**config.mk**
```make
export PLATFORM = sky130hd
export DESIGN_NAME = scms_top
export DESIGN_NICKNAME = d
export VERILOG_FILES = /design/src/design/scms_tick_div.v /design/src/design/scms_lock_timer.v /design/src/design/scms_top.v
export VERILOG_INCLUDE_DIRS = /design/src /design/src/design
export SDC_FILE = /design/constraint.sdc
export NUM_CORES = 1
export LEC_CHECK = 0
export ABC_AREA = 0
export ABC_CLOCK_PERIOD_IN_PS = 4800
export BUFFER_PORTS_ARGS = -buffer_cell sky130_fd_sc_hd__buf_2
export CAP_MARGIN = 20
export CORE_ASPECT_RATIO = 0.75
export CORE_MARGIN = 10
export CORE_UTILIZATION = 26
export CTS_CLUSTER_DIAMETER = 60
export DETAILED_ROUTE_END_ITERATION = 8
export SLEW_MARGIN = 20
export SYNTH_ARGS = -nofsm -noshare
export SYNTH_HDL_FRONTEND = slang
export SYNTH_SLANG_ARGS = --single-unit
```
**constraint.sdc**
```tcl
create_clock -name pclk -period 4.8 [get_ports pclk]
set_input_delay 0.96 -clock pclk [delete_from_list [all_inputs] [get_ports pclk]]
set_output_delay 0.96 -clock pclk [all_outputs]
set_load 0.005 [all_outputs]
```
**src/design/scms_consts.vh**
```
// Constants of the system clock multiplier select block
`ifndef SCMS_CONSTS_VH
`define SCMS_CONSTS_VH

// ----------------------------------------
// Register byte offsets
// ----------------------------------------
`define SCMS_OFS_PMR     8'h00
`define SCMS_OFS_CTRL    8'h04
`define SCMS_OFS_FACTOR  8'h08
`define SCMS_OFS_TICKCFG 8'h0C
`define SCMS_OFS_STATUS  8'h10
`define SCMS_OFS_IRQ_ST  8'h14
`define SCMS_OFS_IRQ_MSK 8'h18

// ----------------------------------------
// Field positions
// ----------------------------------------
`define SCMS_CDS_HI      7
`define SCMS_CDS_LO      6
`define SCMS_EN_BIT      0
`define SCMS_FAC_BIT     0
`define SCMS_TXM_BIT     0
`define SCMS_T2M_BIT     1
`define SCMS_SM2_BIT     2
`define SCMS_BAUD_DOUBLER_BIT    3
`define SCMS_IRQ_LOCK    0
`define SCMS_IRQ_REJ     1
`define SCMS_IRQ_SWITCH  2

// ----------------------------------------
// Select codes and reset values
// ----------------------------------------
`define SCMS_CD_MULT     2'h0
`define SCMS_CD_RSVD     2'h1
`define SCMS_CD_DIV4     2'h2
`define SCMS_CD_PMM      2'h3
`define SCMS_RST_CDS     2'h2
`define SCMS_RST_TICKCFG 4'h0
`define SCMS_RST_MASK    3'h0

// ----------------------------------------
// Oscillator cycles per tick
// ----------------------------------------
`define SCMS_P1          15'h0001
`define SCMS_P2          15'h0002
`define SCMS_P3          15'h0003
`define SCMS_P4          15'h0004
`define SCMS_P6          15'h0006
`define SCMS_P12         15'h000C
`define SCMS_P32         15'h0020
`define SCMS_P64         15'h0040
`define SCMS_P512        15'h0200
`define SCMS_P1024       15'h0400
`define SCMS_P3072       15'h0C00
`define SCMS_P8192       15'h2000
`define SCMS_P16384      15'h4000
`define SCMS_MC_DIV      4

// ----------------------------------------
// Multiplier lock interval in oscillator cycles
// ----------------------------------------
`define SCMS_LOCK_CYCLES 65536

`endif

```
**src/design/scms_tick_div.v**
```verilog
// Programmable divider producing a one-cycle tick enable
`timescale 1ns/1ps
module scms_tick_div #(
    parameter PW = 15
) (
    // Clock and reset
    input  wire          pclk,
    input  wire          presetn,
    // Control
    input  wire          restart,
    input  wire [PW-1:0] period,
    // Tick
    output reg           tick_q
);
    reg [PW-1:0] cnt_q;

    always @(posedge pclk or negedge presetn) begin
        if (!presetn) begin
            cnt_q  <= {PW{1'b0}};
            tick_q <= 1'b0;
        end else if (restart) begin
            cnt_q  <= {PW{1'b0}};
            tick_q <= 1'b0;
        end else if (cnt_q >= period - {{(PW-1){1'b0}}, 1'b1}) begin
            cnt_q  <= {PW{1'b0}};
            tick_q <= 1'b1;
        end else begin
            cnt_q  <= cnt_q + {{(PW-1){1'b0}}, 1'b1};
            tick_q <= 1'b0;
        end
    end
endmodule // scms_tick_div

```
**src/design/scms_lock_timer.v**
```verilog
// Multiplier lock interval timer
`timescale 1ns/1ps
module scms_lock_timer #(
    parameter LOCK_CYCLES = 65536,
    parameter CW          = 17
) (
    // Clock and reset
    input  wire pclk,
    input  wire presetn,
    // Control and status
    input  wire enable,
    output reg  ready_q
);
    reg [CW-1:0] cnt_q;
    localparam integer  LAST_I = LOCK_CYCLES - 1;
    localparam [CW-1:0] LAST   = LAST_I[CW-1:0];

    always @(posedge pclk or negedge presetn) begin
        if (!presetn) begin
            cnt_q   <= {CW{1'b0}};
            ready_q <= 1'b0;
        end else if (!enable) begin
            cnt_q   <= {CW{1'b0}};
            ready_q <= 1'b0;
        end else if (!ready_q) begin
            if (cnt_q == LAST) begin
                ready_q <= 1'b1;
            end else begin
                cnt_q <= cnt_q + {{(CW-1){1'b0}}, 1'b1};
            end
        end
    end
endmodule // scms_lock_timer

```
**src/design/scms_top.v**
```verilog
// System clock source select with multiplier lock protocol and tick generation
//
// The address map and the APB interface to the registers were decided locally.
`timescale 1ns/1ps
`include "scms_consts.vh"
module scms_top #(
    parameter LOCK_CYCLES = `SCMS_LOCK_CYCLES,
    parameter LOCK_CW     = 17,
    parameter PW          = 15
) (
    // APB clock and reset
    input  wire        pclk,
    input  wire        presetn,
    // APB slave
    input  wire        psel,
    input  wire        penable,
    input  wire        pwrite,
    input  wire [7:0]  paddr,
    input  wire [31:0] pwdata,
    output reg  [31:0] prdata,
    output reg         pready,
    output reg         pslverr,
    // Device state
    input  wire        ring_osc_mode_flag,
    // Clock control outputs
    output reg  [1:0]  active_clk_sel,
    output reg         active_mult_factor,
    output wire        mult_enable,
    output wire        mult_lock_ready,
    // Tick enables in oscillator cycles
    output wire        mc_tick,
    output wire        timer_tick,
    output wire        timer2_tick,
    output wire        serial_mode0_tick,
    output wire        serial_mode2_tick,
    // Interrupt
    output reg         irq
);
    // ----------------------------------------
    // Entry sequence states
    // ----------------------------------------
    localparam [1:0] S_IDLE = 2'h0;
    localparam [1:0] S_CLR  = 2'h1;
    localparam [1:0] S_FAC  = 2'h2;
    localparam [1:0] S_EN   = 2'h3;

    // ----------------------------------------
    // State
    // ----------------------------------------
    reg  [1:0]    cds_q;
    reg  [1:0]    pend_code_q;
    reg           pend_q;
    reg           mult_en_q;
    reg           fac_q;
    reg  [3:0]    tickcfg_q;
    reg  [1:0]    seq_q;
    reg  [1:0]    seq_d;
    reg  [2:0]    irq_st_q;
    reg  [2:0]    irq_st_d;
    reg  [2:0]    irq_msk_q;
    reg           lock_prev_q;
    reg           restart_q;
    reg  [31:0]   rdata_d;
    reg           addr_ok;
    reg           sel_accept;
    reg           sel_reject;
    reg  [PW-1:0] per_mc;
    reg  [PW-1:0] per_t01;
    reg  [PW-1:0] per_t2;
    reg  [PW-1:0] per_s0;
    reg  [PW-1:0] per_s2;
    wire          lock_w;
    wire [4:0]    tick_w;
    wire [5*PW-1:0] per_w;
    wire          wr_xfer;
    wire [1:0]    new_cds;
    wire          guard;
    wire          entry_ok;
    wire          apply;

    assign wr_xfer  = psel & penable & pwrite & pready;
    assign new_cds  = pwdata[`SCMS_CDS_HI:`SCMS_CDS_LO];
    assign guard    = (cds_q == `SCMS_CD_DIV4) & ~ring_osc_mode_flag;
    assign entry_ok = guard & (seq_q == S_EN) & lock_w;
    assign apply    = pend_q & mc_tick;
    assign mult_enable     = mult_en_q;
    assign mult_lock_ready = lock_w;

    // ----------------------------------------
    // Select write acceptance
    // ----------------------------------------
    always @* begin
        sel_accept = 1'b0;
        sel_reject = 1'b0;
        if (wr_xfer && paddr == `SCMS_OFS_PMR && new_cds != cds_q) begin
            if (new_cds == `SCMS_CD_RSVD) begin
                sel_reject = 1'b1;
            end else if (cds_q == `SCMS_CD_DIV4 && !pend_q) begin
                // Leaving 10 waits until 10 is engaged, so no mode is skipped
                if (new_cds == `SCMS_CD_PMM || entry_ok) begin
                    sel_accept = 1'b1;
                end else begin
                    sel_reject = 1'b1;
                end
            end else if (new_cds == `SCMS_CD_DIV4) begin
                sel_accept = 1'b1;
            end else begin
                sel_reject = 1'b1;
            end
        end
    end

    // ----------------------------------------
    // Entry sequence tracking
    // ----------------------------------------
    always @* begin
        seq_d = seq_q;
        if (!guard) begin
            seq_d = S_IDLE;
        end else if (wr_xfer && paddr == `SCMS_OFS_CTRL) begin
            if (!pwdata[`SCMS_EN_BIT]) begin
                seq_d = S_CLR;
            end else if (seq_q == S_FAC) begin
                seq_d = S_EN;
            end else begin
                seq_d = S_IDLE;
            end
        end else if (wr_xfer && paddr == `SCMS_OFS_FACTOR) begin
            if (seq_q == S_CLR || seq_q == S_FAC) begin
                seq_d = S_FAC;
            end else begin
                seq_d = S_IDLE;
            end
        end
        // Other accesses leave the sequence where it is
    end

    // ----------------------------------------
    // Interrupt status, set wins over clear
    // ----------------------------------------
    always @* begin
        irq_st_d = irq_st_q;
        if (wr_xfer && paddr == `SCMS_OFS_IRQ_ST) begin
            irq_st_d = irq_st_q & ~pwdata[2:0];
        end
        if (lock_w && !lock_prev_q) begin
            irq_st_d[`SCMS_IRQ_LOCK] = 1'b1;
        end
        if (sel_reject) begin
            irq_st_d[`SCMS_IRQ_REJ] = 1'b1;
        end
        if (apply) begin
            irq_st_d[`SCMS_IRQ_SWITCH] = 1'b1;
        end
    end

    // ----------------------------------------
    // Control registers
    // ----------------------------------------
    always @(posedge pclk or negedge presetn) begin
        if (!presetn) begin
            cds_q          <= `SCMS_RST_CDS;
            pend_code_q    <= `SCMS_RST_CDS;
            pend_q         <= 1'b0;
            active_clk_sel <= `SCMS_RST_CDS;
            active_mult_factor <= 1'b0;
            mult_en_q      <= 1'b0;
            fac_q          <= 1'b0;
            tickcfg_q      <= `SCMS_RST_TICKCFG;
            seq_q          <= S_IDLE;
            irq_st_q       <= 3'h0;
            irq_msk_q      <= `SCMS_RST_MASK;
            lock_prev_q    <= 1'b0;
            restart_q      <= 1'b0;
            irq            <= 1'b0;
        end else begin
            seq_q       <= seq_d;
            irq_st_q    <= irq_st_d;
            lock_prev_q <= lock_w;
            irq         <= |(irq_st_q & irq_msk_q);
            restart_q   <= apply;
            if (wr_xfer && paddr == `SCMS_OFS_CTRL) begin
                mult_en_q <= pwdata[`SCMS_EN_BIT];
            end
            if (wr_xfer && paddr == `SCMS_OFS_FACTOR) begin
                fac_q <= pwdata[`SCMS_FAC_BIT];
            end
            if (wr_xfer && paddr == `SCMS_OFS_TICKCFG) begin
                tickcfg_q <= pwdata[3:0];
            end
            if (wr_xfer && paddr == `SCMS_OFS_IRQ_MSK) begin
                irq_msk_q <= pwdata[2:0];
            end
            if (sel_accept) begin
                cds_q       <= new_cds;
                pend_code_q <= new_cds;
                pend_q      <= 1'b1;
            end else if (apply) begin
                pend_q <= 1'b0;
            end
            if (apply) begin
                active_clk_sel     <= pend_code_q;
                active_mult_factor <= fac_q;
            end
        end
    end

    // ----------------------------------------
    // Tick periods per active mode
    // ----------------------------------------
    always @* begin
        per_t2 = `SCMS_P2;
        per_s2 = tickcfg_q[`SCMS_BAUD_DOUBLER_BIT] ? `SCMS_P32 : `SCMS_P64;
        case (active_clk_sel)
            `SCMS_CD_MULT: begin
                if (!active_mult_factor) begin
                    per_mc  = `SCMS_P2;
                    per_t01 = tickcfg_q[`SCMS_TXM_BIT] ? `SCMS_P12 : `SCMS_P2;
                    per_s0  = tickcfg_q[`SCMS_SM2_BIT] ? `SCMS_P2 : `SCMS_P6;
                end else begin
                    per_mc  = `SCMS_P1;
                    per_t01 = tickcfg_q[`SCMS_TXM_BIT] ? `SCMS_P12 : `SCMS_P1;
                    per_s0  = tickcfg_q[`SCMS_SM2_BIT] ? `SCMS_P1 : `SCMS_P3;
                end
            end
            `SCMS_CD_PMM: begin
                per_mc  = `SCMS_P1024;
                per_t01 = tickcfg_q[`SCMS_TXM_BIT] ? `SCMS_P3072 : `SCMS_P1024;
                per_t2  = `SCMS_P512;
                per_s0  = tickcfg_q[`SCMS_SM2_BIT] ? `SCMS_P1024 : `SCMS_P3072;
                per_s2  = tickcfg_q[`SCMS_BAUD_DOUBLER_BIT] ? `SCMS_P8192 : `SCMS_P16384;
            end
            default: begin
                per_mc  = `SCMS_P4;
                per_t01 = tickcfg_q[`SCMS_TXM_BIT] ? `SCMS_P12 : `SCMS_P4;
                per_s0  = tickcfg_q[`SCMS_SM2_BIT] ? `SCMS_P4 : `SCMS_P12;
            end
        endcase
    end

    assign per_w = {per_s2, per_s0, per_t2, per_t01, per_mc};

    // ----------------------------------------
    // Tick dividers, restarted on each mode switch
    // ----------------------------------------
    genvar gi;
    generate
        for (gi = 0; gi < 5; gi = gi + 1) begin : g_tick
            scms_tick_div #(
                .PW      (PW)
            ) u_div (
                .pclk    (pclk),
                .presetn (presetn),
                .restart (restart_q),
                .period  (per_w[gi*PW +: PW]),
                .tick_q  (tick_w[gi])
            );
        end
    endgenerate

    assign mc_tick           = tick_w[0];
    assign timer_tick        = tick_w[1];
    assign timer2_tick       = tick_w[2];
    assign serial_mode0_tick = tick_w[3];
    assign serial_mode2_tick = tick_w[4];

    // ----------------------------------------
    // Multiplier lock timer
    // ----------------------------------------
    scms_lock_timer #(
        .LOCK_CYCLES (LOCK_CYCLES),
        .CW          (LOCK_CW)
    ) u_lock (
        .pclk        (pclk),
        .presetn     (presetn),
        .enable      (mult_en_q),
        .ready_q     (lock_w)
    );

    // ----------------------------------------
    // Read data decode
    // ----------------------------------------
    always @* begin
        rdata_d = 32'h0000_0000;
        addr_ok = 1'b1;
        case (paddr)
            `SCMS_OFS_PMR:     rdata_d[`SCMS_CDS_HI:`SCMS_CDS_LO] = cds_q;
            `SCMS_OFS_CTRL:    rdata_d[`SCMS_EN_BIT] = mult_en_q;
            `SCMS_OFS_FACTOR:  rdata_d[`SCMS_FAC_BIT] = fac_q;
            `SCMS_OFS_TICKCFG: rdata_d[3:0] = tickcfg_q;
            `SCMS_OFS_STATUS:  rdata_d[4:0] = {pend_q, active_clk_sel, ring_osc_mode_flag, lock_w};
            `SCMS_OFS_IRQ_ST:  rdata_d[2:0] = irq_st_q;
            `SCMS_OFS_IRQ_MSK: rdata_d[2:0] = irq_msk_q;
            default:           addr_ok = 1'b0;
        endcase
    end

    // ----------------------------------------
    // APB handshake, one wait-free access cycle
    // ----------------------------------------
    always @(posedge pclk or negedge presetn) begin
        if (!presetn) begin
            prdata  <= 32'h0000_0000;
            pready  <= 1'b0;
            pslverr <= 1'b0;
        end else begin
            pready  <= psel & ~penable;
            pslverr <= psel & ~penable & ~addr_ok;
            if (psel && !penable && !pwrite) begin
                prdata <= rdata_d;
            end
        end
    end
endmodule // scms_top

```
==> results of run 1 <==
-- flip-flops by register name, indices dropped and copies added, names as in the netlist, 2 cells and up --
register and count:
g_tick.u_div.tick_q 5, pend_code_q 2, seq_q 2, g_tick.u_div.cnt_q 75, irq_msk_q 3, u_lock.cnt_q 17
prdata 7, irq_st_q 3, tickcfg_q 4, active_clk_sel 2
-- where the power goes --
part	switching (uW)	internal, uW	leakage (uW)
Sequential	57.9	1140	0.00176
Combinational	187	119	0.00209
Clock	500	951	0.000313
-- cells by family after synthesis --
kind of cell	Yosys count	synth area share (%)
AO/OA/AOI/OAI	98	8.16
XOR/XNOR	76	8.40
adder cells (fa/ha/maj)	83	13.1
buffers and inverters	78	5.02
flip-flops	130	41.1
multiplexers	15	2.15
other	1	0.0473
AND/OR/NAND/NOR	345	22.1
-- worst max-delay path by stage --
stage                                            to  slack [ns]  depth (start not counted)
final                      g_tick[3].u_div.cnt_q[9]        0.53                         15
after global routing       g_tick[3].u_div.cnt_q[9]        0.27                         15
after CTS                  g_tick[3].u_div.cnt_q[3]        0.40                         14
after detailed placement   g_tick[3].u_div.cnt_q[3]        0.40                         14
after global placement    g_tick[3].u_div.cnt_q[12]        0.53                         14
after floorplan           g_tick[3].u_div.cnt_q[10]        0.93                         16
-- per-layer routing --
metal	track usage [%]	up-vias	routed length (um)
li1	-	2935	-
met1	13.2	2801	9040
met2	13.3	72	7400
met3	2.27	20	624
met4	3.98	0	380
met5	0	-	0
-- metrics by stage --
step / setup WS, ns / hold WS, ns / utilization (%) / instance area, um^2 / std cells
final: 0.530 / 0.498 / 30.4 / 9170 / 1288
after global routing: 0.271 / 0.537 / 30.4 / 9170 / 1288
after CTS: 0.397 / 0.503 / 30.4 / 9160 / 1287
after detailed placement: 0.404 / 0.490 / 28.2 / 8500 / 1255
after global placement: 0.530 / 0.488 / 28.2 / 8500 / 1255
after floorplan: 0.930 / 0.463 / - / 8040 / 855
-- cell type report --
type | count | share of cell area (%)
multi-input combinational | 647 | 47.8
sequential | 130 | 35.5
tap | 399 | 5.44
clock buffer | 20 | 4.98
timing repair buffer | 44 | 2.61
clock inverter | 12 | 2.22
inverter | 36 | 1.47
-- worst min-delay path: stages (launching register included) --
cell	delay [ns]
dfrtp_1	0.35
nand2_1	0.05
o21ai_0	0.06
-- layout by cell type (no fill, tap or decap), types with 3 or more instances in the layout --
master and count:
xor2_1 38, a21oi_1 25, nand4b_1 6, inv_1 34
a22oi_1 3, buf_2 38, nand2_1 65, and4_1 7
dfrtp_1 128, nand4_1 25, nand2b_1 8, or3_1 6
clkbuf_16 17, buf_4 5, o21a_1 3, nor3_1 11
a21o_1 5, nor2b_1 9, nand3_1 52, nor4_1 4
clkinvlp_4 3, and3_1 12, and2_1 13, conb_1 30
o31ai_1 4, mux2_2 12, nand3b_1 5, o21ai_0 23
bufinv_16 5, ha_1 83, xnor2_1 38, a21boi_0 4
nor2_1 107, a211oi_1 10, a22o_1 3
==> results.md, run 1 <==
- DIE HEIGHT: approximately 170 um
- IO Pins: just over 90
- Fillers: about 3100
- Worst hold path class: flip-flop to flip-flop
- Max-slew violations: 0
- Reg2Reg Setup Slack: 0.53 ns
- Final WL: ~17 mm
- CTS tree: built
- DR vias: 5828
- Cell Chain, Critical Path: inv_1 > ha_1 > nor2b_1 > nand2_1 > ha_1 > or3b_2 > ha_1 > or2_2 > ha_1 > a21oi_1 > nor2_1 > a2111oi_2 > o211ai_1 > buf_4 > nor2_1
- Layout cell share with drive strength beyond 1: between 10% and 20%
- Async set-or-reset flop fraction in the synthesized netlist: 100%
- PnR Total Power: a little under 3000 uW
- Number of synthesized flops with an enable pin: 0
- Post-synth top cells: dfrtp_1 (128), nor2_1 (107), ha_1 (83)
- Diode count: 0
- Vias per cell: about 4.5
- Worst path bufs/invs: 2
- Main synth FF type: dfrtp_1
- Largest net degree at the start of global routing: ~100
- Row count: 55
- Total track usage: approximately a tenth
- Clock latency on the worst-skew pair: about 0.43 ns
- Via count of the first global-routing pass: approximately 5700
- Top cells by area, synth: dfrtp_1 (40%), ha_1 (13%), nor2_1 (5.1%)
- Crit end category: flip-flop
- Wire per inst: between 10 and 15 um
- First-pass GRT wire length: about 30 mm
- Yosys top cell area share: between 40% and 50%
- CP max FO: 10
- Initial Util: around a quarter
- GPL Wtd Cong: 0.766
- CTS max path bufs: 2
- Worst R2R Path Depth: 15
- Final-stage net count: approximately 1000
- Hold EP: active_mult_factor
- Register area: between 3000 and 4000 um^2
- Fmax: roughly 230 MHz
- Crit Path Class: flip-flop to flip-flop
- Die W: 222 um
- RSZ-0062 raised after global routing: false
- Status: complete, no violations
- Setup crit start: active_clk_sel[1]
- Pwr dens: 323 nW/um^2
- Reg-to-reg endpoint: g_tick[3].u_div.cnt_q[9]
- CP startpoint kind: flip-flop
- Port Buffer Count: 39
- Top delay family on crit path: simple AND/OR/NAND/NOR gates
- CP Data Arrival Time: between 4 and 5 ns
- Leakage power total: 0.00416 uW
- H-tree depth: 4
- Initial antenna violation count: 0
- Final setup vio count: 0
- Synth Area per Inst: around 9.6 um^2
- Dpl hpwl: between 10 and 15 mm
- Clock slew at reported path FFs: about 0.06 ns
- Most used cell, CP: ha_1
- Final hold vios: 0
- Period utilization: between 80% and 90%
- Final Skew: 0.0137 ns
- Post-CTS setup buffers: 0
- Slew headroom: 35.6%
- GRT overflow: 0
- Number of buffers created by CTS: 17
- Post-CTS Hold Buffers: 0
- Initial drt markers: 500
- CP required: 5.15 ns
- Worst-Margin Slew: between 0.9 and 1 ns
- Setup tns final: 0 ns
- Drt pass-1 iters: 5
- Post_cts resized: 0
- Max stage delay on crit path: roughly 0.56 ns
- Sequential-to-total area share from yosys stat: 41.1%
- Hold Startpoint: fac_q
- Dominant cell type by area after synthesis: dfrtp_1
- Post-synthesis sequential element count: 130
- Peak VDD IR: around 250 uV
- Antenna-violating nets left: 0
- Post-Synthesis Cell Area: ~8000 um^2
- Multi-input logic area: 4380 um^2
- Tmin final: between 4 and 5 ns
- Hold path depth: 2
- Syn Inst Count: around 830
- Core ar.: about 30000 um^2
- Die Area: between 30000 and 40000 um^2
- Synth warn: 0
- Root Buffer: clkbuf_16
- Library cells used by synthesis: 66
- Drt drc: 0
- Worst R2R Start: active_clk_sel[1]
- Clock sink total: 130
- Most frequent cell after synthesis: dfrtp_1
- Syn-to-layout area delta: 15.7%
- Max-Cap Viols: 0
- CP max stage cell: dfstp_2
No activity file was read; power rests on OpenSTA's default activity.
==> run 2: changes to the inputs <==
--- a/config.mk
+++ b/config.mk
@@ -6,7 +6,7 @@
 export SDC_FILE = /design/constraint.sdc
 export NUM_CORES = 1
 export LEC_CHECK = 0
-export ABC_AREA = 0
+export ABC_AREA = 1
 export ABC_CLOCK_PERIOD_IN_PS = 4800
 export BUFFER_PORTS_ARGS = -buffer_cell sky130_fd_sc_hd__buf_2
 export CAP_MARGIN = 20
==> results.md, run 2 <==
- Final WL: between 15 and 20 mm
- Post-synth top cells: nand2_1 (283), nor2_1 (157), inv_1 (136)
- CP max FO: 16
- Initial antenna violation count: 1
- Internal: slightly below 2000 uW
- Worst-Margin Slew: about 0.77 ns
- Sequential share of power: 42.8%
- Slew headroom: about half
- DR vias: around 7100
- Crit Path Class: flip-flop to flip-flop
- Top Registers: g_tick.u_div.cnt_q: 75 flops, u_lock.cnt_q: 17 flops, prdata: 7 flops
- Library cells used by synthesis: 39
- Wire per inst: 11.8 um
- Fmax: about 260 MHz
- Top cells by area, synth: dfrtp_1 (37%), nand2_1 (12%), ha_1 (12%)
- Number of synthesized flops with an enable pin: 0
- Largest register FFs: 75
- DIE HEIGHT: approximately 180 um
- H-tree depth: 4
- CTS tree: built
- Sequential-to-total area share from yosys stat: a little under two fifths
- Row count: 57
- GRT overflow: 0
- Synth Area per Inst: between 7 and 8 um^2
- Synth Area in Compound Gates: under 10%
- Largest net degree at the start of global routing: 54
- Number of buffers created by CTS: 17
- Psw: between 700 and 800 uW
- Setup tns final: 0 ns
- Most frequent cells in the layout: nand2_1 (283), nor2_1 (157), inv_1 (136), dfrtp_1 (128), nand3_1 (88)
- Synth warn: 0
- Final hold vios: 0
- Cell Chain, Critical Path: inv_1 > ha_1 > nor2_1 > inv_1 > nor2_1 > inv_1 > ha_1 > nand2_1 > ha_1 > or2_2 > ha_1 > nand2_1 > inv_1 > nand2_1 > nand2_1 > a21oi_1 > nand3_1 > nand2_1 > inv_1
- Worst path bufs/invs: 5
- Final-stage net count: 1322
- CTS max path bufs: 2
- Dpl hpwl: around 15 mm
- Max stage delay on crit path: around 0.6 ns
- Post-CTS setup buffers: 0
- Adder-cell share of the synthesized area: roughly 12%
- Post-synthesis xor/xnor area fraction: 3.06%
- Drt drc: 0
- Sw Ratio: between 20 and 30%
- Status: complete, no violations
- Tmin final: 3.81 ns
- Reg2Reg Setup Slack: between 0.9 and 1 ns
- Clock latency on the worst-skew pair: approximately 0.43 ns
- Die W: ~230 um
- Core ar.: between 30000 and 40000 um^2
- Most common cell after layout, fill and taps aside: nand2_1
- GPL Wtd Cong: just over 0.8
- First-pass GRT wire length: 33.4 mm
- Peak VDD IR: roughly 180 uV
- Die Area: ~41000 um^2
- Post-Synthesis Cell Area: around 8600 um^2
- Max-Cap Viols: 0
- Syn Inst Count: around 1100
- Initial Util: about a quarter
- Post-synthesis mux area share: 0%
- Final Skew: approximately 0.0095 ns
- Post-CTS Hold Buffers: 0
- Main synth FF type: dfrtp_1
- Pwr dens: between 200 and 300 nW/um^2
- Vias per cell: about 4.3
- Initial drt markers: approximately 460
- CP max stage cell: dfstp_2
- Clock sink total: 130
- IO Pins: slightly above 90
- Final Hold Slack: between 0.4 and 0.5 ns
- Most frequent cell after synthesis: nand2_1
- Layout cell share with drive strength beyond 1: 9.78%
- Period utilization: about 80%
- Total track usage: 9.83%
- Crit end category: flip-flop
- Largest family of logic cells by synthesized area: simple AND/OR/NAND/NOR gates
- Worst hold path class: flip-flop to flip-flop
- Port Buffer Count: 39
- Gate power share: roughly an eighth
- Async set-or-reset flop fraction in the synthesized netlist: 100%
- CP required: slightly above 5 ns
- Clock slew at reported path FFs: 0.06 ns
- RSZ-0062 raised after global routing: false
- Post-synthesis simple-gate area fraction: between 30% and 40%
- Syn-to-layout area delta: 14.0%
- Yosys top cell area share: about 37%
- Most flops, register: g_tick.u_div.cnt_q
- Post_cts resized: 0
- Leakage power total: just under 0.005 uW
- CP startpoint kind: flip-flop
- Top delay family on crit path: simple AND/OR/NAND/NOR gates
- Dominant cell type by area after synthesis: dfrtp_1
- Via count of the first global-routing pass: a little under 7000
- Antenna-violating nets left: 0
- Max-slew violations: 0
- Drt pass-1 iters: 4
- Post-synthesis sequential element count: 130
- CP Data Arrival Time: between 4 and 5 ns
- Final setup vio count: 0
- Root Buffer: clkbuf_16
- Clock share of power: roughly 45%
## run 2: cell types whose count changed after synthesis, sizes merged, moves of 22 or more
cell,previous run,this run
inv,35,138
nand2,65,286
nand3,52,94
nor2,108,181
o21ai,23,45
xnor2,38,9
## run 2: cell families (layout without fill, tap and decap cells)
group,count (synthesis),count (layout)
xor+xnor,30,30
compound gates,102,102
flops,130,130
simple gates,619,619
buf+inv,173,212
fa+ha+maj,83,83
other cells,1,31
## run 2: cell type report
class,instances,area (um^2)
clock buffers,19,433
inverters,138,518
diodes,1,2.50
multi-input cells,864,4680
fillers,3501,22700
well taps,442,553
flip-flops and latches,130,3260
clock inverters,13,128
repair buffers,42,224
## run 2: per-layer routing
metal | track usage [%] | vias up | share of wire [%]
li1 | - | 3713 | -
met1 | 13.3 | 3258 | 52
met2 | 15.4 | 70 | 44
met3 | 2.20 | 15 | 3.0
met4 | 2.73 | 0 | 1.1
met5 | 0 | - | 0
## run 2: metrics by stage
stage	total power, uW	area, um^2	setup WS (ns)	instances	utilization, %
6_report	2780	9800	0.987	1649	30.1
5_1_grt	2930	9790	0.550	1648	30.1
4_1_cts	2820	9790	0.972	1648	30.1
3_5_place_dp	1550	9230	0.976	1616	28.4
3_3_place_gp	1550	9230	0.951	1616	28.4
2_1_floorplan	1480	8700	1.63	1167	-
## run 2: path summary, 6_finish.rpt
path / startpoint / endpoint / cells past startpoint
min in group asynchronous: presetn / g_tick[3].u_div.cnt_q[9] / 1
worst max-delay path: active_clk_sel[1] / g_tick[3].u_div.tick_q / 19
max in group asynchronous: presetn / active_clk_sel[1] / 2
worst min-delay path: lock_prev_q / irq_st_q[0] / 1
worst max register to register: active_clk_sel[1] / g_tick[3].u_div.tick_q / 19
worst min register to register: lock_prev_q / irq_st_q[0] / 1
## run 2: power by group through the flow
stage               Combinational (uW)  Clock (uW)  Sequential, uW
finish                             341        1250            1190
global route                       401        1330            1200
CTS                                347        1290            1190
detailed placement                 344           0            1210
global placement                   343           0            1210
floorplan                          274           0            1200
